**config.mk**
```make
export PLATFORM = sky130hd
export DESIGN_NAME = pds_pwm_steer
export DESIGN_NICKNAME = d
export VERILOG_FILES = /design/src/pds_pkg.sv /design/src/pds_dly_if.sv /design/src/pds_pwm_steer.sv /design/src/pds_delay_unit.sv
export SDC_FILE = /design/constraint.sdc
export NUM_CORES = 1
export LEC_CHECK = 0
export BUFFER_PORTS_ARGS = -buffer_cell sky130_fd_sc_hd__buf_2
export CORE_ASPECT_RATIO = 1.4
export CORE_MARGIN = 5
export CORE_UTILIZATION = 45
export CTS_CLUSTER_SIZE = 12
export DETAILED_ROUTE_END_ITERATION = 8
export GPL_ROUTABILITY_DRIVEN = 0
export PLACE_DENSITY = 0.84
export SLEW_MARGIN = 20
export SYNTH_ARGS = -nofsm -noshare
export SYNTH_HDL_FRONTEND = slang
export SYNTH_SLANG_ARGS = --single-unit
```
**constraint.sdc**
```tcl
create_clock -name aclk -period 1.82 [get_ports aclk]
set_input_delay 0.273 -clock aclk [delete_from_list [all_inputs] [get_ports aclk]]
set_output_delay 0.273 -clock aclk [all_outputs]
set_load 0.005 [all_outputs]
```
**src/pds_pkg.sv**
```systemverilog
// Purpose: shared constants for the pwm delay and output steering block
// Assumes: 32-bit axi4-lite register bus, registers of 1 to 8 bits in the low byte
// Notes: aclk is the oscillator; one instruction cycle is four aclk cycles
package pds_pkg;
  localparam int DLY_W = 7;
  localparam int PIN_N = 4;
  localparam int ADDR_W = 8;
  localparam int INSTR_CLKS = 4;
  localparam int DIV_W = 2;
  localparam logic [ADDR_W-1:0] ADDR_DLY_CTRL = 8'h00;
  localparam logic [ADDR_W-1:0] ADDR_STEER_CTRL = 8'h04;
  localparam logic [ADDR_W-1:0] ADDR_SHDN = 8'h08;
  localparam logic [ADDR_W-1:0] ADDR_IRQ_STAT = 8'h0C;
  localparam logic [ADDR_W-1:0] ADDR_IRQ_MASK = 8'h10;
  localparam logic [ADDR_W-1:0] ADDR_STATE = 8'h14;
  localparam int RESTART_BIT = 7;
  localparam int SYNC_BIT = 4;
  localparam int IRQ_N = 2;
  localparam int IRQ_SHDN = 0;
  localparam int IRQ_STEER = 1;
  localparam logic [7:0] DLY_CTRL_RST = 8'h00;
  localparam logic [4:0] STEER_CTRL_RST = 5'h01;
  localparam logic [IRQ_N-1:0] IRQ_MASK_RST = 2'h0;
  localparam logic [1:0] MODE_PWM = 2'h3;
  localparam logic [1:0] CFG_SINGLE = 2'h0;
  localparam logic [1:0] RESP_OKAY = 2'h0;
  localparam logic [1:0] RESP_SLVERR = 2'h2;
endpackage

```
**src/pds_dly_if.sv**
```systemverilog
// Purpose: carries the scheduled pwm into the active edge delay unit
// Assumes: single aclk domain
// Notes: ctl side is the register/steering logic, dly side the delay unit
interface pds_dly_if;
  logic pwm_sched;
  logic tick;
  logic [6:0] active_edge_delay_count;
  logic pwm_delayed;
  modport ctl (output pwm_sched, output tick, output active_edge_delay_count, input pwm_delayed);
  modport dly (input pwm_sched, input tick, input active_edge_delay_count, output pwm_delayed);
endinterface

```
**src/pds_pwm_steer.sv**
```systemverilog
// Purpose: pwm delay, auto-restart and output steering with axi4-lite registers
// Assumes: pwm_sched and pwm_period_start come from the pwm timebase on aclk
// Notes: pins A..D are index 0..3; released pins follow port_out/port_oe
// How it works
// RULE_01: active edge delayed by count instruction cycles
// RULE_02: sync set: steering changes at period start
// RULE_03: sync clear: steering changes at instruction tick
// RULE_04: enabled pin drives pwm with mode polarity
// RULE_05: disabled pin returns to general port control
// RULE_06: steering only in pwm mode, single config
// RULE_07: restart enable clears shutdown status automatically
//
// Added by the designer: the register offsets and the AXI4-Lite interface to the registers.
module pds_pwm_steer
  import pds_pkg::*;
(
  input wire logic aclk,
  input wire logic aresetn,
  input wire logic [ADDR_W-1:0] s_axi_awaddr,
  input wire logic s_axi_awvalid,
  output logic s_axi_awready,
  input wire logic [31:0] s_axi_wdata,
  input wire logic [3:0] s_axi_wstrb,
  input wire logic s_axi_wvalid,
  output logic s_axi_wready,
  output logic [1:0] s_axi_bresp,
  output logic s_axi_bvalid,
  input wire logic s_axi_bready,
  input wire logic [ADDR_W-1:0] s_axi_araddr,
  input wire logic s_axi_arvalid,
  output logic s_axi_arready,
  output logic [31:0] s_axi_rdata,
  output logic [1:0] s_axi_rresp,
  output logic s_axi_rvalid,
  input wire logic s_axi_rready,
  input wire logic pwm_sched,
  input wire logic pwm_period_start,
  input wire logic shutdown_event,
  input wire logic [3:0] capture_compare_mode_field,
  input wire logic [1:0] enhanced_output_config,
  input wire logic [PIN_N-1:0] port_out,
  input wire logic [PIN_N-1:0] port_oe,
  output logic [PIN_N-1:0] pwm_pin_out,
  output logic [PIN_N-1:0] pwm_pin_oe,
  output logic irq
);
  function automatic logic addr_known(input logic [ADDR_W-1:0] a);
    return a == ADDR_DLY_CTRL || a == ADDR_STEER_CTRL || a == ADDR_SHDN ||
      a == ADDR_IRQ_STAT || a == ADDR_IRQ_MASK || a == ADDR_STATE;
  endfunction

  // A and C take mode bit 1, B and D take mode bit 0
  function automatic logic pin_level(input logic pwm, input logic [3:0] mode, input int idx);
    return pwm ^ ((idx % 2 == 0) ? mode[1] : mode[0]);
  endfunction

  pds_dly_if dl ();

  logic aw_have_q, w_have_q, awready_q, wready_q, bvalid_q, arready_q, rvalid_q, irq_q;
  logic [ADDR_W-1:0] awaddr_q;
  logic [31:0] wdata_q, rdata_q;
  logic [3:0] wstrb_q;
  logic [1:0] bresp_q, rresp_q;
  logic [7:0] dly_ctrl_q;
  logic [4:0] steer_ctrl_q;
  logic [PIN_N-1:0] steer_applied_q;
  logic shdn_status_q;
  logic [IRQ_N-1:0] irq_stat_q, irq_mask_q, irq_evt, irq_rd_clr;
  logic [DIV_W-1:0] div_q;
  logic tick_q;
  logic wr_go, aw_hs, w_hs, ar_hs, wr_en, steer_load, steer_mode, shdn_sw_clr;
  logic [PIN_N-1:0] pin_out_q, pin_oe_q;

  assign aw_hs = s_axi_awvalid && awready_q;
  assign w_hs = s_axi_wvalid && wready_q;
  assign ar_hs = s_axi_arvalid && arready_q;
  assign wr_go = aw_have_q && w_have_q && !bvalid_q;
  assign wr_en = wr_go && wstrb_q[0] && addr_known(awaddr_q);

  // write channels, taken in either order
  always_ff @(posedge aclk) begin
    if (!aresetn) begin
      aw_have_q <= 1'b0;
      w_have_q <= 1'b0;
      awready_q <= 1'b0;
      wready_q <= 1'b0;
      awaddr_q <= '0;
      wdata_q <= 32'h0000_0000;
      wstrb_q <= 4'h0;
    end else begin
      aw_have_q <= (aw_have_q && !wr_go) || aw_hs;
      w_have_q <= (w_have_q && !wr_go) || w_hs;
      awready_q <= !((aw_have_q && !wr_go) || aw_hs);
      wready_q <= !((w_have_q && !wr_go) || w_hs);
      if (aw_hs) begin
        awaddr_q <= s_axi_awaddr;
      end
      if (w_hs) begin
        wdata_q <= s_axi_wdata;
        wstrb_q <= s_axi_wstrb;
      end
    end
  end

  always_ff @(posedge aclk) begin
    if (!aresetn) begin
      bvalid_q <= 1'b0;
      bresp_q <= RESP_OKAY;
    end else if (wr_go) begin
      bvalid_q <= 1'b1;
      bresp_q <= addr_known(awaddr_q) ? RESP_OKAY : RESP_SLVERR;
    end else if (s_axi_bready) begin
      bvalid_q <= 1'b0;
    end
  end

  // read channel, answer one cycle after the address
  always_ff @(posedge aclk) begin
    if (!aresetn) begin
      rvalid_q <= 1'b0;
      arready_q <= 1'b0;
      rdata_q <= 32'h0000_0000;
      rresp_q <= RESP_OKAY;
    end else begin
      rvalid_q <= ar_hs || (rvalid_q && !s_axi_rready);
      arready_q <= !(ar_hs || (rvalid_q && !s_axi_rready));
      if (ar_hs) begin
        rresp_q <= addr_known(s_axi_araddr) ? RESP_OKAY : RESP_SLVERR;
        case (s_axi_araddr)
          ADDR_DLY_CTRL: rdata_q <= {24'h00_0000, dly_ctrl_q};
          ADDR_STEER_CTRL: rdata_q <= {27'h000_0000, steer_ctrl_q};
          ADDR_SHDN: rdata_q <= {31'h0000_0000, shdn_status_q};
          ADDR_IRQ_STAT: rdata_q <= {30'h0000_0000, irq_stat_q};
          ADDR_IRQ_MASK: rdata_q <= {30'h0000_0000, irq_mask_q};
          ADDR_STATE: rdata_q <= {27'h000_0000, dl.pwm_delayed, steer_applied_q};
          default: rdata_q <= 32'h0000_0000;
        endcase
      end
    end
  end

  // control registers
  always_ff @(posedge aclk) begin
    if (!aresetn) begin
      dly_ctrl_q <= DLY_CTRL_RST;
      steer_ctrl_q <= STEER_CTRL_RST;
      irq_mask_q <= IRQ_MASK_RST;
    end else if (wr_en) begin
      if (awaddr_q == ADDR_DLY_CTRL) begin
        dly_ctrl_q <= wdata_q[7:0];
      end
      if (awaddr_q == ADDR_STEER_CTRL) begin
        steer_ctrl_q <= wdata_q[4:0];
      end
      if (awaddr_q == ADDR_IRQ_MASK) begin
        irq_mask_q <= wdata_q[IRQ_N-1:0];
      end
    end
  end

  // instruction cycle divider
  always_ff @(posedge aclk) begin
    if (!aresetn) begin
      div_q <= '0;
      tick_q <= 1'b0;
    end else begin
      div_q <= div_q + DIV_W'(1);
      tick_q <= div_q == DIV_W'(INSTR_CLKS - 1);
    end
  end

  // RULE_02: period start when synced
  // RULE_03: next tick otherwise
  assign steer_load = steer_ctrl_q[SYNC_BIT] ? pwm_period_start : tick_q;

  always_ff @(posedge aclk) begin
    if (!aresetn) begin
      steer_applied_q <= STEER_CTRL_RST[PIN_N-1:0];
    end else if (steer_load) begin
      steer_applied_q <= steer_ctrl_q[PIN_N-1:0];
    end
  end

  // RULE_07: restart or software clear
  assign shdn_sw_clr = wr_en && awaddr_q == ADDR_SHDN && !wdata_q[0];

  always_ff @(posedge aclk) begin
    if (!aresetn) begin
      shdn_status_q <= 1'b0;
    end else if (shutdown_event) begin
      shdn_status_q <= 1'b1;
    end else if (dly_ctrl_q[RESTART_BIT] || shdn_sw_clr) begin
      shdn_status_q <= 1'b0;
    end
  end

  // sticky events, cleared by reading, set wins
  assign irq_evt[IRQ_SHDN] = shutdown_event && !shdn_status_q;
  assign irq_evt[IRQ_STEER] = steer_load && steer_applied_q != steer_ctrl_q[PIN_N-1:0];
  assign irq_rd_clr = (ar_hs && s_axi_araddr == ADDR_IRQ_STAT) ? irq_stat_q : '0;

  always_ff @(posedge aclk) begin
    if (!aresetn) begin
      irq_stat_q <= '0;
      irq_q <= 1'b0;
    end else begin
      irq_stat_q <= (irq_stat_q & ~irq_rd_clr) | irq_evt;
      irq_q <= |(irq_stat_q & irq_mask_q);
    end
  end

  // RULE_01: shutdown forces inactive
  assign dl.pwm_sched = pwm_sched && !shdn_status_q;
  assign dl.tick = tick_q;
  assign dl.active_edge_delay_count = dly_ctrl_q[DLY_W-1:0];

  pds_delay_unit u_dly (
    .aclk(aclk),
    .aresetn(aresetn),
    .dl(dl)
  );

  // RULE_06: pwm mode and single config
  assign steer_mode = capture_compare_mode_field[3:2] == MODE_PWM &&
    enhanced_output_config == CFG_SINGLE;

  for (genvar gi = 0; gi < PIN_N; gi++) begin : g_pin
    // RULE_04: steered pin with polarity
    // RULE_05: released pin to port
    always_ff @(posedge aclk) begin
      if (!aresetn) begin
        pin_out_q[gi] <= 1'b0;
        pin_oe_q[gi] <= 1'b0;
      end else if (steer_mode && steer_applied_q[gi]) begin
        pin_out_q[gi] <= pin_level(dl.pwm_delayed, capture_compare_mode_field, gi);
        pin_oe_q[gi] <= 1'b1;
      end else begin
        pin_out_q[gi] <= port_out[gi];
        pin_oe_q[gi] <= port_oe[gi];
      end
    end
  end

  assign s_axi_awready = awready_q;
  assign s_axi_wready = wready_q;
  assign s_axi_bvalid = bvalid_q;
  assign s_axi_bresp = bresp_q;
  assign s_axi_arready = arready_q;
  assign s_axi_rvalid = rvalid_q;
  assign s_axi_rdata = rdata_q;
  assign s_axi_rresp = rresp_q;
  assign pwm_pin_out = pin_out_q;
  assign pwm_pin_oe = pin_oe_q;
  assign irq = irq_q;
endmodule

```
**src/pds_delay_unit.sv**
```systemverilog
// Purpose: delays the rising (active) edge of the pwm by whole instruction cycles
// Assumes: tick is a one-cycle pulse every instruction cycle
// Notes: the falling edge passes with one cycle of latency
module pds_delay_unit
  import pds_pkg::*;
(
  input wire logic aclk,
  input wire logic aresetn,
  pds_dly_if.dly dl
);
  logic sched_q;
  logic pend_q;
  logic out_q;
  logic [DLY_W-1:0] count_q;
  logic rise;
  logic fall;

  assign rise = dl.pwm_sched && !sched_q;
  assign fall = !dl.pwm_sched && sched_q;
  assign dl.pwm_delayed = out_q;

  // RULE_01: count ticks before active
  always_ff @(posedge aclk) begin
    if (!aresetn) begin
      sched_q <= 1'b0;
      pend_q <= 1'b0;
      out_q <= 1'b0;
      count_q <= '0;
    end else begin
      sched_q <= dl.pwm_sched;
      if (fall) begin
        out_q <= 1'b0;
        pend_q <= 1'b0;
      end else if (rise) begin
        if (dl.active_edge_delay_count == '0) begin
          out_q <= 1'b1;
        end else begin
          count_q <= dl.active_edge_delay_count;
          pend_q <= 1'b1;
        end
      end else if (pend_q && dl.tick) begin
        if (count_q == DLY_W'(1)) begin
          out_q <= 1'b1;
          pend_q <= 1'b0;
        end else begin
          count_q <= count_q - DLY_W'(1);
        end
      end
    end
  end
endmodule

```
# After elaboration in Yosys (flattened, before gate mapping)
# Index checks and enable logic that the tools add are counted.
[word_totals]
out_inout_bits = 50
romBits = 0
n_memories = 0
input_bits = 76
ramBits = 0
regBits = 104
wordCells = 154
latch_bits = 0
[op_classes]
magnitude_cmp = 0
multipliers = 0
addsub = 2
reduce_logical = 64
bitwise = 8
shifts = 0
n_div = 0
muxes = 29
eq_ne = 17
[ops]
columns = ["operator", "n"]
rows = [
  ["8-bit case mux with 6 select lines", 1],
  ["8-bit by 4-bit == test with 1-bit output, second input constant", 4],
  ["8-bit by 5-bit == test with 1-bit output, second input constant", 4],
  ["7-bit two-way mux", 4],
  ["1-bit logical AND", 24],
  ["1-bit two-way mux", 21],
  ["8-bit by 3-bit == test with 1-bit output, second input constant", 2],
  ["8-bit logical NOT", 2],
  ["1-bit logical OR", 14],
  ["1-bit logical NOT", 10],
  ["2-bit nonzero test", 4],
  ["7-bit by 1-bit == test with 1-bit output, second input constant", 1],
  ["7-bit logical NOT", 1],
  ["7-bit by 1-bit subtractor with 7-bit output, second input constant", 1],
  ["2-bit two-way mux", 3],
  ["2-bit AND reduction", 3],
  ["3-bit AND reduction", 2],
  ["2-bit AND", 2],
  ["2-bit == test, second input constant", 2],
  ["2-bit != test, second input constant", 2],
  ["4-bit != test", 1],
  ["4-bit AND reduction", 1],
  ["2-bit OR reduction", 2],
  ["2-bit by 1-bit adder with 2-bit output, second input constant", 1],
  ["6 further kinds", 8],
]

# Depth between registers and ports, before layout
# Gate-level depths: netlist of the first run.
[logic_depth]
word_depth = 12
ltp_mapped = 7
ltp_nobuf = 6

# Modules after synthesis
# Synthesis of the first run repeated with hierarchy kept, for this count alone.
[unflattened]
hier_cells = 408
hier_area_um2 = 3669.8
[modules_own_cells]
columns = ["module", "area_each_um2", "seq_area_each_um2", "instances", "cells_per_inst"]
rows = [
  ["pds_pwm_steer", 3051.7, 1361.3, 1, 334],
  ["pds_delay_unit", 618.1, 200.2, 1, 74],
]

# Worst setup path before layout of the first run
# Ideal clock, no wire load.
[synth_timing]
path_type = "reg-to-reg"
from = "register u_dly.count_q[0]"
to = "register u_dly.count_q[1]"
slack_ps = -54
setup_time_ps = 72
path_buffers = 1
required_ps = 1748
path_stages_with_launch = 7
t_arrival_ps = 1802
period_less_slack_ps = 1874
path_cell_list = "dfxtp_1 > ha_1 > or4b_2 > clkbuf_1 > nor3_2 > or3_1 > mux2i_1"
[synth_between]
elab_chain_len = 4
elab_cells_between_ends = 7
classes_between = "add/sub: 1; eq/ne: 2; mux: 3; reduce/logical: 1"
[synth_lines]
columns = ["item", "line_no", "rtl"]
rows = [
  ["start, declared", "pds_delay_unit.sv:14", "logic [DLY_W-1:0] count_q;"],
  ["start signal, assigned", "pds_delay_unit.sv:38", "count_q <= dl.active_edge_delay_count;"],
  ["start signal, assigned", "pds_delay_unit.sv:46", "count_q <= count_q - DLY_W'(1);"],
  ["7-bit by 1-bit subtractor with 7-bit output", "pds_delay_unit.sv:46", ""],
  ["7-bit two-way mux", "pds_delay_unit.sv:42", "if (count_q == DLY_W'(1)) begin"],
  ["7-bit two-way mux", "pds_delay_unit.sv:41", "end else if (pend_q && dl.tick) begin"],
  ["7-bit two-way mux", "pds_delay_unit.sv:34", "end else if (rise) begin"],
]
# Parallel ways exist; a longest one is shown, timed or not. The select of a mux whose other input is x is not followed.
# A chain may end at the register's enable or synchronous reset.

# Worst setup path after layout of the first run
[layout_timing]
from = "register u_dly.count_q[1]"
to = "register u_dly.count_q[0]"
[layout_between]
elab_chain_len = 3
[layout_lines]
columns = ["item", "line_no"]
rows = [
  ["7-bit by 1-bit == test with 1-bit output", "pds_delay_unit.sv:42"],
  ["2-bit by 1-bit != test with 1-bit output (no line)", "n/a"],
  ["4-bit AND reduction (no line)", "n/a"],
]
# No other way between the ends.

==> Flow_metrics.wiki, run 1 <==
{| class="wikitable"
! Metric !! Value
|-
| Fraction of the mapped netlist area in compound gates || 0.1405
|-
| Clock edge transition at the registers on the reported setup and hold paths || 0.08 ns
|-
| Clock period minus final worst setup slack || 1.761 ns
|-
| Switching share of power || 0.2407
|-
| Share of power burned in the clock network || 0.397
|-
| Cts bufs inserted || 9
|-
| Run status || finished clean
|-
| Number of buffers between clock root and the deepest sink || 2
|-
| Quantity of I/O buffers inserted on ports || between 70 and 80
|-
| Drc violations || 0
|-
| Kind of cell with the highest combined delay on the critical path || simple AND/OR/NAND/NOR gates
|-
| # clock sinks || 78
|-
| Number of antenna violations at the first check in global routing || 0
|-
| Post-CTS setup buffers || 0
|-
| Count of distinct cell types in the synthesized netlist || 53
|-
| Synth cell count leaders || dfxtp_1 (78), nand2_1 (67), a21oi_1 (42)
|-
| Classification of the worst-slack hold path || input pin to flop
|-
| GRT overflow || 0
|-
| RSZ-0062 raised after global routing || false
|-
| Internal power component || 2.903 mW
|-
| CP Capture Type || flop
|-
| Synth Area in Adders || 0.01331
|-
| Logic pwr share || 0.125
|-
| Cell row count || 38
|-
| Core Area || 7750 µm²
|-
| Die area || just under 10000 µm²
|-
| Post-route core utilization || 0.5586
|-
| Hold Buf Count CTS || 0
|-
| Initial cell density of the core || 0.4608
|-
| Synth-to-layout area growth || 21.23%
|-
| Via total after detailed routing || 3177
|-
| Number of warnings reported in the yosys synthesis log || 0
|-
| Largest net degree at the start of global routing || 38
|-
| Highest-delay cell along the critical path || or4b_4
|-
| Pins Over Slew Limit || 0
|-
| Worst-Skew Late Latency || 0.35 ns
|-
| Router iterations before antenna repair || 4
|-
| Fill cell instance count of the final layout || 688
|-
| Final antenna-violating net count || 0
|-
| Critical path required time || 2.08 ns
|-
| Final worst setup slack || 0.05887 ns
|-
| Pleak || 1.890 nW
|-
| Count of flip-flops with a built-in enable after synthesis || 0
|-
| Fraction of the mapped netlist area in simple logic gates || 0.2253
|-
| Area of combinational cells with multiple inputs || 1853 µm²
|-
| Horizontal die dimension || 85.29 µm
|-
| H-tree lvl count || 3
|-
| Ranking of synthesized cells by area || dfxtp_1 (44%), nand2_1 (7.0%), a21oi_1 (5.9%), mux2i_1 (5.9%), buf_4 (5.5%)
|-
| Worst reg2reg setup slack || 0.06 ns
|-
| Total global-route track usage || 0.1810
|-
| Final period utilization || 0.9677
|-
| Seq. cell area || 1565 µm²
|-
| Via-to-Cell Ratio || 5.260
|-
| Wire length of the first global-routing pass || ~14000 µm
|-
| Final Setup Violations || 0
|-
| Chip Height || 115.4 µm
|-
| Switching power summed over all nets || 920.1 µW
|-
| CP startpoint kind || flop
|-
| Max-cap viol count || 0
|-
| Sequential-to-total area share from yosys stat || 0.4373
|-
| Sequential group share of total power || 0.479
|-
| Pre-CTS worst setup slack || -0.09507 ns
|-
| Detailed placer's ending HPWL || between 6000 and 7000 µm
|-
| Path type of the worst setup path || flop to flop
|-
| Top cell type's share of synthesized area || 0.4373
|-
| Cells traversed along the worst timing path || inv_1, ha_1, or4b_4, o211ai_1, o31ai_1, a221oi_1
|-
| Dominant combinational cell family by area after synthesis || simple AND/OR/NAND/NOR gates
|-
| Power Dens Cells || 883.1 nW/µm²
|-
| Clock skew after layout || a little over 0.007 ns
|-
| Average routed wire per standard cell || 14.21 µm
|-
| Number of global-route vias before repair || 3118
|-
| Peak supply drop || 0.7629 mV
|-
| Multiplexer fraction of the synthesized cell area || 0.08094
|-
| Mapped Area || roughly 3600 µm²
|-
| Highest attainable clock frequency || roughly 570 MHz
|-
| Hold Violations, Final || 0
|-
| Post-layout net count || 578
|-
| Mean instance size in the synthesized netlist || 8.563 µm²
|-
| Worst path bufs/invs || 1
|-
| Initial DRC Count || 319
|-
| Worst hold margin || 0.1289 ns
|-
| Placed Instances || 588
|-
| Critical path arrival || 2.02 ns
|-
| Share of cells above drive strength 1 || 0.2659
|-
| CTS tree || done
|-
| Most used standard cell by instance count after synthesis || dfxtp_1
|-
| Post-synthesis cell type with the largest combined area || dfxtp_1
|-
| Antenna diode instance count || 0
|-
| Leading register cell type out of synthesis || dfxtp_1
|-
| Max Fanout on Critical Path || 6
|-
| Share of the synthesized netlist area taken by xor and xnor gates || 0.01472
|-
| Gate count of the mapped netlist || roughly 420
|-
| Non-Filler Instances || 604
|-
| Count of state elements after synthesis || 78
|-
| Root buffer cell || clkbuf_8
|-
| Stage delay of the slowest cell on the critical path || roughly 0.53 ns
|-
| Routed WL || 8581 µm
|-
| I/O Pins || 126
|-
| Final total negative setup slack || 0 ns
|-
| Synth async-reset ratio || 0
|}
-- kinds of logic after synthesis --
| family | count (synthesis) |
|---|---|
| buffers and inverters | 55 |
| DFF | 78 |
| muxes | 27 |
| adders and majority gates | 4 |
| xor gates and xnor gates | 6 |
| and+or+nand+nor | 165 |
| AOI/OAI and AO/OA | 81 |
| other | 1 |
-- per-stage QoR --
step	total power, mW	instance area (µm²)
6_report	3.823	4329
5_1_grt	3.994	4329
4_1_cts	3.825	4302
3_5_place_dp	2.315	4058
3_3_place_gp	2.295	4058
2_1_floorplan	2.198	3691
-- repair_timing --
item | in CTS | in global routing
resized for setup | 4 | 8
pin swaps | 0 | 2
endpoints found under the setup margin | 6 | 11
-- power by group through the flow --
stage | registers [mW] | logic (mW) | clock network (mW)
after floorplan | 1.85 | 0.344 | 0
after global placement | 1.86 | 0.434 | 0
after detailed placement | 1.87 | 0.449 | 0
after CTS | 1.83 | 0.457 | 1.54
after global routing | 1.84 | 0.536 | 1.62
final | 1.83 | 0.476 | 1.52
-- layout make-up --
class	instances	area share
flip-flops and latches	78	0.3616
inverters	6	0.005202
repair buffers	95	0.1231
clock buffers	12	0.03121
well taps	100	0.02890
clock inverters	4	0.02197
multi-input cells	309	0.4280
-- sequential cells by signal, summed over array words and instances, names as in the netlist, 2 cells and up --
| signal | cells |
|---|---|
| pwm_pin_out | 4 |
| wdata_q | 8 |
| awaddr_q | 8 |
| pwm_pin_oe | 4 |
| steer_applied_q | 4 |
| irq_stat_q | 2 |
| div_q | 2 |
| s_axi_rdata | 8 |
| irq_mask_q | 2 |
| u_dly.count_q | 7 |
| dly_ctrl_q | 8 |
| steer_ctrl_q | 5 |
-- layout by cell type (no fill, tap or decap), types with 5 or more instances in the layout --
master / n
dfxtp_1: 75
buf_2: 72
nand2_1: 67
a21oi_1: 42
nor2_1: 32
conb_1: 26
buf_4: 23
mux2i_1: 21
nor3_1: 10
a22oi_1: 10
nand3_1: 10
clkbuf_8: 9
and2_1: 6
inv_1: 5
o22ai_1: 5
mux2_2: 5
-- worst register-to-register path, delay by kind of cell, from the launching register on --
kind            cells  cell delay [ns]
simple gates        1             0.53
flops               1             0.34
buf+inv             1             0.09
fa+ha+maj           1             0.19
compound gates      3             0.52
-- metal layers --
layer / track usage / vias to the layer above / wire length [µm]
met5: 0 / - / 0
li1: - / 1580 / -
met1: 0.1943 / 1461 / 3279
met2: 0.3247 / 117 / 4387
met4: 0.08976 / 0 / 241
met3: 0.04875 / 19 / 673
-- final timing paths --
kind	cells after the start	startpoint	end
setup / recovery	6	u_dly.count_q[1]	u_dly.count_q[0]
hold / removal	3	port_oe[1]	pwm_pin_oe[1]
setup reg to reg	6	u_dly.count_q[1]	u_dly.count_q[0]
hold reg to reg	1	div_q[0]	div_q[0]
Note: power is estimated with default switching activity, not from simulation.
==> inputs of run 2 (changes only) <==
--- a/config.mk
+++ b/config.mk
@@ -12,7 +12,7 @@
 export CTS_CLUSTER_SIZE = 12
 export DETAILED_ROUTE_END_ITERATION = 8
 export GPL_ROUTABILITY_DRIVEN = 0
-export PLACE_DENSITY = 0.84
+export PLACE_DENSITY = 0.81
 export SLEW_MARGIN = 20
 export SYNTH_ARGS = -nofsm -noshare
 export SYNTH_HDL_FRONTEND = slang
==> constraint.sdc (replaced) <==
create_clock -name aclk -period 2.2 [get_ports aclk]
set_input_delay 0.33 -clock aclk [delete_from_list [all_inputs] [get_ports aclk]]
set_output_delay 0.33 -clock aclk [all_outputs]
set_load 0.005 [all_outputs]
==> run 2 against run 1 <==
  * Total power is 22% lower
  * Utilization is 2.5 points lower
  * Design area is 4.5% lower
==> Flow_metrics.wiki, run 2 (synthesis results as in run 1) <==
{| class="wikitable"
! Metric !! Value
|-
| Run status || finished clean
|-
| Final total negative setup slack || 0 ns (unchanged)
|-
| Worst Reg-to-Reg Cells || 5 (-1)
|-
| Classification of the worst-slack hold path || input pin to flop
|-
| Max-cap viol count || 0 (unchanged)
|-
| Number of buffers between clock root and the deepest sink || 2 (unchanged)
|-
| Hold Buf Count CTS || 0 (unchanged)
|-
| Hold depth || 3 (unchanged)
|-
| Cell row count || 38 (unchanged)
|-
| CP startpoint kind || flop
|-
| Initial DRC Count || 260 (-18%)
|-
| Quantity of I/O buffers inserted on ports || 72 (unchanged)
|-
| Number of global-route vias before repair || 2979 (-4.5%)
|-
| Pleak || 1.787 nW (-5.5%)
|-
| Core Area || 7750 µm² (unchanged)
|-
| Hold Violations, Final || 0 (unchanged)
|-
| Worst-Skew Late Latency || 0.36 ns (about the same)
|-
| Critical path arrival || 2.33 ns (+0.31 ns)
|-
| Antenna diode instance count || 0 (unchanged)
|-
| Largest net degree at the start of global routing || 53 (+39%)
|-
| Chip Height || 115.4 µm (unchanged)
|-
| Initial cell density of the core || 0.4608 (unchanged)
|-
| CTS tree || done
|-
| HP Start || port_oe[1]
|-
| Headroom to the max-slew limit || 0.5366
|-
| Average routed wire per standard cell || 14.33 µm (+0.89%)
|-
| Via total after detailed routing || 3116 (-1.9%)
|-
| Startpoint of the worst-slack reg-to-reg timing path || u_dly.count_q[0]
|-
| Post-placement cell area || 3923 µm² (-3.3%)
|-
| Path type of the worst setup path || flop to flop
|-
| RSZ-0062 raised after global routing || false
|-
| Most heavily used metal layer in global routing || met2
|-
| Share of cells above drive strength 1 || 0.2270 (-0.03888)
|-
| Final Setup Violations || 0 (unchanged)
|-
| Clock edge transition at the registers on the reported setup and hold paths || 0.09 ns (about the same)
|-
| Peak supply drop || 0.3929 mV (-48%)
|-
| Endpoint with the worst hold slack || pwm_pin_oe[1]
|-
| Highest attainable clock frequency || 489.2 MHz (-14%)
|-
| Most common cell after layout, fill and taps aside || dfxtp_1
|-
| Horizontal die dimension || 85.29 µm (unchanged)
|-
| Wire length of the first global-routing pass || 13830 µm (-2.7%)
|-
| Router iterations before antenna repair || 4 (unchanged)
|-
| GRT overflow || 0 (unchanged)
|-
| H-tree lvl count || 3 (unchanged)
|-
| # clock sinks || 78 (unchanged)
|-
| Root buffer cell || clkbuf_8
|-
| Clock period minus final worst setup slack || 2.044 ns (+0.2829 ns)
|-
| Power Dens Cells || 720.7 nW/µm² (-18%)
|-
| Final period utilization || 0.9291 (-0.03855)
|-
| Routed WL || 8442 µm (-1.6%)
|-
| Post-route core utilization || 0.5334 (-0.02519)
|-
| Post-layout net count || 563 (-2.6%)
|-
| I/O Pins || 126 (unchanged)
|-
| Synth-to-layout area growth || 15.77%
|-
| Worst r2r dst || u_dly.count_q[1]
|-
| Cts bufs inserted || 9 (unchanged)
|-
| Critical path required time || 2.49 ns (+0.41 ns)
|-
| CP Capture Type || flop
|-
| Number of antenna violations at the first check in global routing || 0 (unchanged)
|-
| Die area || 9842 µm² (unchanged)
|-
| Most frequent cells in the layout || dfxtp_1 (78), buf_2 (72), nand2_1 (67)
|-
| Fin area || 4134 µm² (-4.5%)
|-
| GR Util met3 || 0.03728 (-0.01147)
|-
| GRT met2 Usage || 0.3003 (-0.02438)
|-
| GRT met1 Usage || 0.2027 (+0.008358)
|-
| Worst reg2reg setup slack || 0.16 ns (+0.10 ns)
|-
| Clock skew after layout || 0.01149 ns (+0.004442 ns)
|-
| Via-to-Cell Ratio || 5.290 (+0.58%)
|-
| Detailed placer's ending HPWL || 6223 µm (-5.1%)
|-
| Worst-margin pin slew || 0.6879 ns
|-
| Max Fanout on Critical Path || 6 (unchanged)
|-
| Final antenna-violating net count || 0 (unchanged)
|-
| Pins Over Slew Limit || 0 (unchanged)
|-
| Drc violations || 0 (unchanged)
|-
| Total global-route track usage || 0.1743 (-0.006725)
|}
## run 2: critical path: stages (launching register included)
cell     delay (ns)
dfxtp_1        0.41
ha_1           0.17
or4b_2         0.70
nor3_4         0.23
or3_1          0.26
mux2i_1        0.20
## run 2: worst max path at each step
stage | from | cells after the start | end | slack, ns
after CTS | u_dly.count_q[0] | 5 | u_dly.count_q[1] | 0.11
after global placement | u_dly.count_q[0] | 5 | u_dly.count_q[0] | 0.19
after floorplan | u_dly.count_q[0] | 6 | u_dly.count_q[1] | 0.33
final | u_dly.count_q[0] | 5 | u_dly.count_q[1] | 0.16
after detailed placement | u_dly.count_q[0] | 5 | u_dly.count_q[1] | 0.13
after global routing | u_dly.count_q[0] | 5 | u_dly.count_q[1] | 0.04
## run 2: layout make-up
type / count / area [µm²]
Multi-Input combinational cell: 309 / 1799
Clock buffer: 9 / 123.9
Timing Repair Buffer: 80 / 420.4
Sequential cell: 78 / 1562
Tap cell: 100 / 125.1
Inverter: 6 / 22.52
Fill cell: 729 / 3616
Clock inverter: 7 / 81.33
## run 2: per-stage QoR
step	worst slack (ns)	cells	hold WS [ns]	power [mW]
final	0.1560	589	0.1758	2.979
after global routing	0.03859	589	0.1743	3.120
after CTS	0.1062	589	0.1633	2.999
after detailed placement	0.1312	573	0.4327	1.891
after global placement	0.1852	573	0.4086	1.878
after floorplan	0.3263	442	0.3992	1.807
## run 2: repair_timing
| action | CTS | global route |
|---|---|---|
| hold endpoints to repair | 0 | 0 |
| setup buffers | 0 | 0 |
| endpoints found under the setup margin | 0 | 1 |
| resized for setup | 0 | 1 |
## run 2: per-layer routing
| metal | routed length (µm) | up-vias |
|---|---|---|
| met2 | 4244 | 123 |
| met5 | 0 | - |
| met3 | 623 | 22 |
| met4 | 279 | 0 |
| met1 | 3294 | 1422 |
| li1 | - | 1549 |
## run 2: report_power, final
part / internal (mW) / switching [mW] / total (mW)
clock: 0.540 / 0.570 / 1.11
sequential: 1.47 / 0.0450 / 1.51
combinational: 0.154 / 0.204 / 0.358
==> inputs of run 3 (changes only) <==
--- a/config.mk
+++ b/config.mk
@@ -6,13 +6,15 @@
 export NUM_CORES = 1
 export LEC_CHECK = 0
 export BUFFER_PORTS_ARGS = -buffer_cell sky130_fd_sc_hd__buf_2
+export CELL_PAD_IN_SITES_DETAIL_PLACEMENT = 2
+export CELL_PAD_IN_SITES_GLOBAL_PLACEMENT = 2
 export CORE_ASPECT_RATIO = 1.4
 export CORE_MARGIN = 5
-export CORE_UTILIZATION = 45
+export CORE_UTILIZATION = 30
 export CTS_CLUSTER_SIZE = 12
 export DETAILED_ROUTE_END_ITERATION = 8
 export GPL_ROUTABILITY_DRIVEN = 0
-export PLACE_DENSITY = 0.81
+export PLACE_DENSITY = 0.92
 export SLEW_MARGIN = 20
 export SYNTH_ARGS = -nofsm -noshare
 export SYNTH_HDL_FRONTEND = slang
==> run 3 against run 2 <==
  * First-iteration DRC count is 38% lower
  * Worst hold slack better by 0.030 ns
  * Utilization is 17 points lower
  * Critical path depth is 1 higher
  * Design area is 3.0% higher
  * Via count is 6.4% higher
  * Final cell count is 7.8% higher
  * Critical path type unchanged
  * Critical endpoint is now u_dly.count_q[6]
  * Largest cell class unchanged
==> Flow_metrics.wiki, run 3 (synthesis results as in run 1) <==
{| class="wikitable"
! Metric !! Value
|-
| Run status || finished clean
|-
| Critical path arrival || 2.32 ns (about the same)
|-
| Hold Buf Count CTS || 0 (unchanged)
|-
| Clock skew after layout || 0.009049 ns (-0.002442 ns)
|-
| Initial cell density of the core || 0.3036 (-0.1572)
|-
| # clock sinks || 78 (unchanged)
|-
| Average routed wire per standard cell || 19.32 µm (+35%)
|-
| HP Start || port_oe[3]
|-
| Router iterations before antenna repair || 5 (+1)
|-
| Share of cells above drive strength 1 || 0.2275 (+0.0004652)
|-
| Highest attainable clock frequency || 471.7 MHz (-3.6%)
|-
| Via-to-Cell Ratio || 5.219 (-1.4%)
|-
| Total global-route track usage || 0.1794 (+0.005117)
|-
| CTS tree || done
|-
| Pre-CTS worst setup slack || -0.0003701 ns (-0.1316 ns)
|-
| Cells traversed along the worst timing path || inv_1, ha_1, or4b_2, nor3_4, or4_1, o22ai_1
|-
| Power Dens Cells || 757.2 nW/µm² (+5.1%)
|-
| Worst r2r dst || u_dly.count_q[6]
|-
| Kind of cell with the highest combined delay on the critical path || simple AND/OR/NAND/NOR gates
|-
| Final period utilization || 0.9637 (+0.03456)
|-
| Final Setup Violations || 0 (unchanged)
|-
| Startpoint of the worst-slack reg-to-reg timing path || u_dly.count_q[1]
|-
| Antenna diode instance count || 0 (unchanged)
|-
| Worst-Skew Late Latency || 0.34 ns (-0.02 ns)
|-
| Drc violations || 0 (unchanged)
|-
| Largest net degree at the start of global routing || 38 (-28%)
|-
| H-tree lvl count || 3 (unchanged)
|-
| Cell row count || 47 (+24%)
|-
| Final worst setup slack || 0.07993 ns (-0.07604 ns)
|-
| Initial DRC Count || 161 (-38%)
|-
| Synth-to-layout area growth || 19.24%
|-
| Worst reg2reg setup slack || 0.08 ns (-0.08 ns)
|-
| Hold depth || 3 (unchanged)
|-
| Die area || 14220 µm² (+44%)
|-
| Final total negative setup slack || 0 ns (unchanged)
|-
| Root buffer cell || clkbuf_16
|-
| Quantity of I/O buffers inserted on ports || 72 (unchanged)
|-
| Max Fanout on Critical Path || 6 (unchanged)
|-
| Number of global-route vias before repair || 3824 (+28%)
|-
| Fill cell instance count of the final layout || 1366 (+87%)
|-
| Worst path bufs/invs || 1 (+1)
|-
| I/O Pins || 126 (unchanged)
|-
| Max-cap viol count || 0 (unchanged)
|-
| Most frequent cells in the layout || dfxtp_1 (78), buf_2 (72), nand2_1 (67)
|-
| Pleak || 1.821 nW (+1.9%)
|-
| GRT overflow || 0 (unchanged)
|-
| Most common cell after layout, fill and taps aside || dfxtp_1
|-
| Headroom to the max-slew limit || 0.5681 (+0.03158)
|-
| Final antenna-violating net count || 0 (unchanged)
|-
| Via total after detailed routing || 3314 (+6.4%)
|-
| Power Total || 3.224 mW (+8.2%)
|-
| Pins Over Slew Limit || 0 (unchanged)
|-
| Routed WL || 12270 µm (+45%)
|-
| Wire length of the first global-routing pass || 19810 µm (+43%)
|-
| Worst Reg-to-Reg Cells || 6 (+1)
|-
| CP Capture Type || flop
|-
| RSZ-0062 raised after global routing || false
|-
| Post-layout net count || 565 (+0.36%)
|-
| Critical path required time || 2.40 ns (-0.09 ns)
|-
| Core Area || 11760 µm² (+52%)
|-
| Endpoint with the worst hold slack || pwm_pin_oe[3]
|-
| Horizontal die dimension || 102.2 µm (+20%)
|-
| Highest-delay cell along the critical path || or4b_2
|-
| Clock edge transition at the registers on the reported setup and hold paths || 0.06 ns (-0.03 ns)
|-
| Number of antenna violations at the first check in global routing || 0 (unchanged)
|-
| Hold Violations, Final || 0 (unchanged)
|-
| Cts bufs inserted || 9 (unchanged)
|-
| Path type of the worst setup path || flop to flop
|-
| Classification of the worst-slack hold path || input pin to flop
|-
| Stage delay of the slowest cell on the critical path || 0.72 ns (+0.02 ns)
|-
| CP startpoint kind || flop
|-
| Detailed placer's ending HPWL || 8970 µm (+44%)
|-
| Depth of the critical timing path with buffers and inverters included || 6 (+1)
|-
| Worst-margin pin slew || 0.6298 ns (-0.05811 ns)
|-
| Post-CTS setup buffers || 0 (unchanged)
|-
| Number of buffers between clock root and the deepest sink || 2 (unchanged)
|-
| Chip Height || 139.1 µm (+21%)
|-
| Peak supply drop || 0.3600 mV (-8.4%)
|-
| Clock period minus final worst setup slack || 2.120 ns (+0.07604 ns)
|}
run 3: final cells by class:
type,instances,area [µm²],area share
Sequential cell,78,1562,0.3667
Clock buffer,10,229.0,0.05378
Tap cell,147,183.9,0.04320
Timing Repair Buffer,82,435.4,0.1023
Multi-Input combinational cell,309,1810,0.4252
Inverter,6,22.52,0.005289
Clock inverter,3,15.01,0.003526
run 3: metal layers:
layer,global-route usage,part of all wire,routed length [µm]
met1,0.1791,0.36,4391
met2,0.3381,0.56,6818
met3,0.04680,0.051,625
met4,0.07602,0.035,431
met5,0,0,0
run 3: repair_timing:
action,CTS,global route
gates resized for setup,1,1
endpoints found under the hold margin,0,0
endpoints found under the setup margin,2,3
run 3: tightest hold or removal path: stages:
cell and delay (ns):
buf_2 0.08, a21oi_1 0.03, nor2_1 0.07
run 3: power by group:
group | internal [mW] | total (mW) | switching [mW]
combinational | 0.158 | 0.389 | 0.231
clock | 0.739 | 1.31 | 0.575
sequential | 1.47 | 1.52 | 0.0527
total | 2.37 | 3.22 | 0.858
run 3: stage by stage:
step,hold WS (ns),cells,util,cell area [µm²]
after detailed placement,0.4272,622,0.3403,4003
after floorplan,0.3992,442,-,3665
after global placement,0.4083,622,0.3403,4003
after global routing,0.2226,635,0.3620,4258
final,0.2054,635,0.3620,4258
after CTS,0.2001,635,0.3616,4253
run 3: worst max-delay path by stage:
stage / slack, ns / startpoint / end
after global routing: 0.02 / u_dly.count_q[1] / u_dly.count_q[1]
after detailed placement: -0.0004 / u_dly.count_q[1] / u_dly.count_q[1]
after CTS: 0.05 / u_dly.count_q[1] / u_dly.count_q[1]
final: 0.08 / u_dly.count_q[1] / u_dly.count_q[6]
after global placement: 0.11 / u_dly.count_q[0] / u_dly.count_q[1]
after floorplan: 0.33 / u_dly.count_q[0] / u_dly.count_q[1]
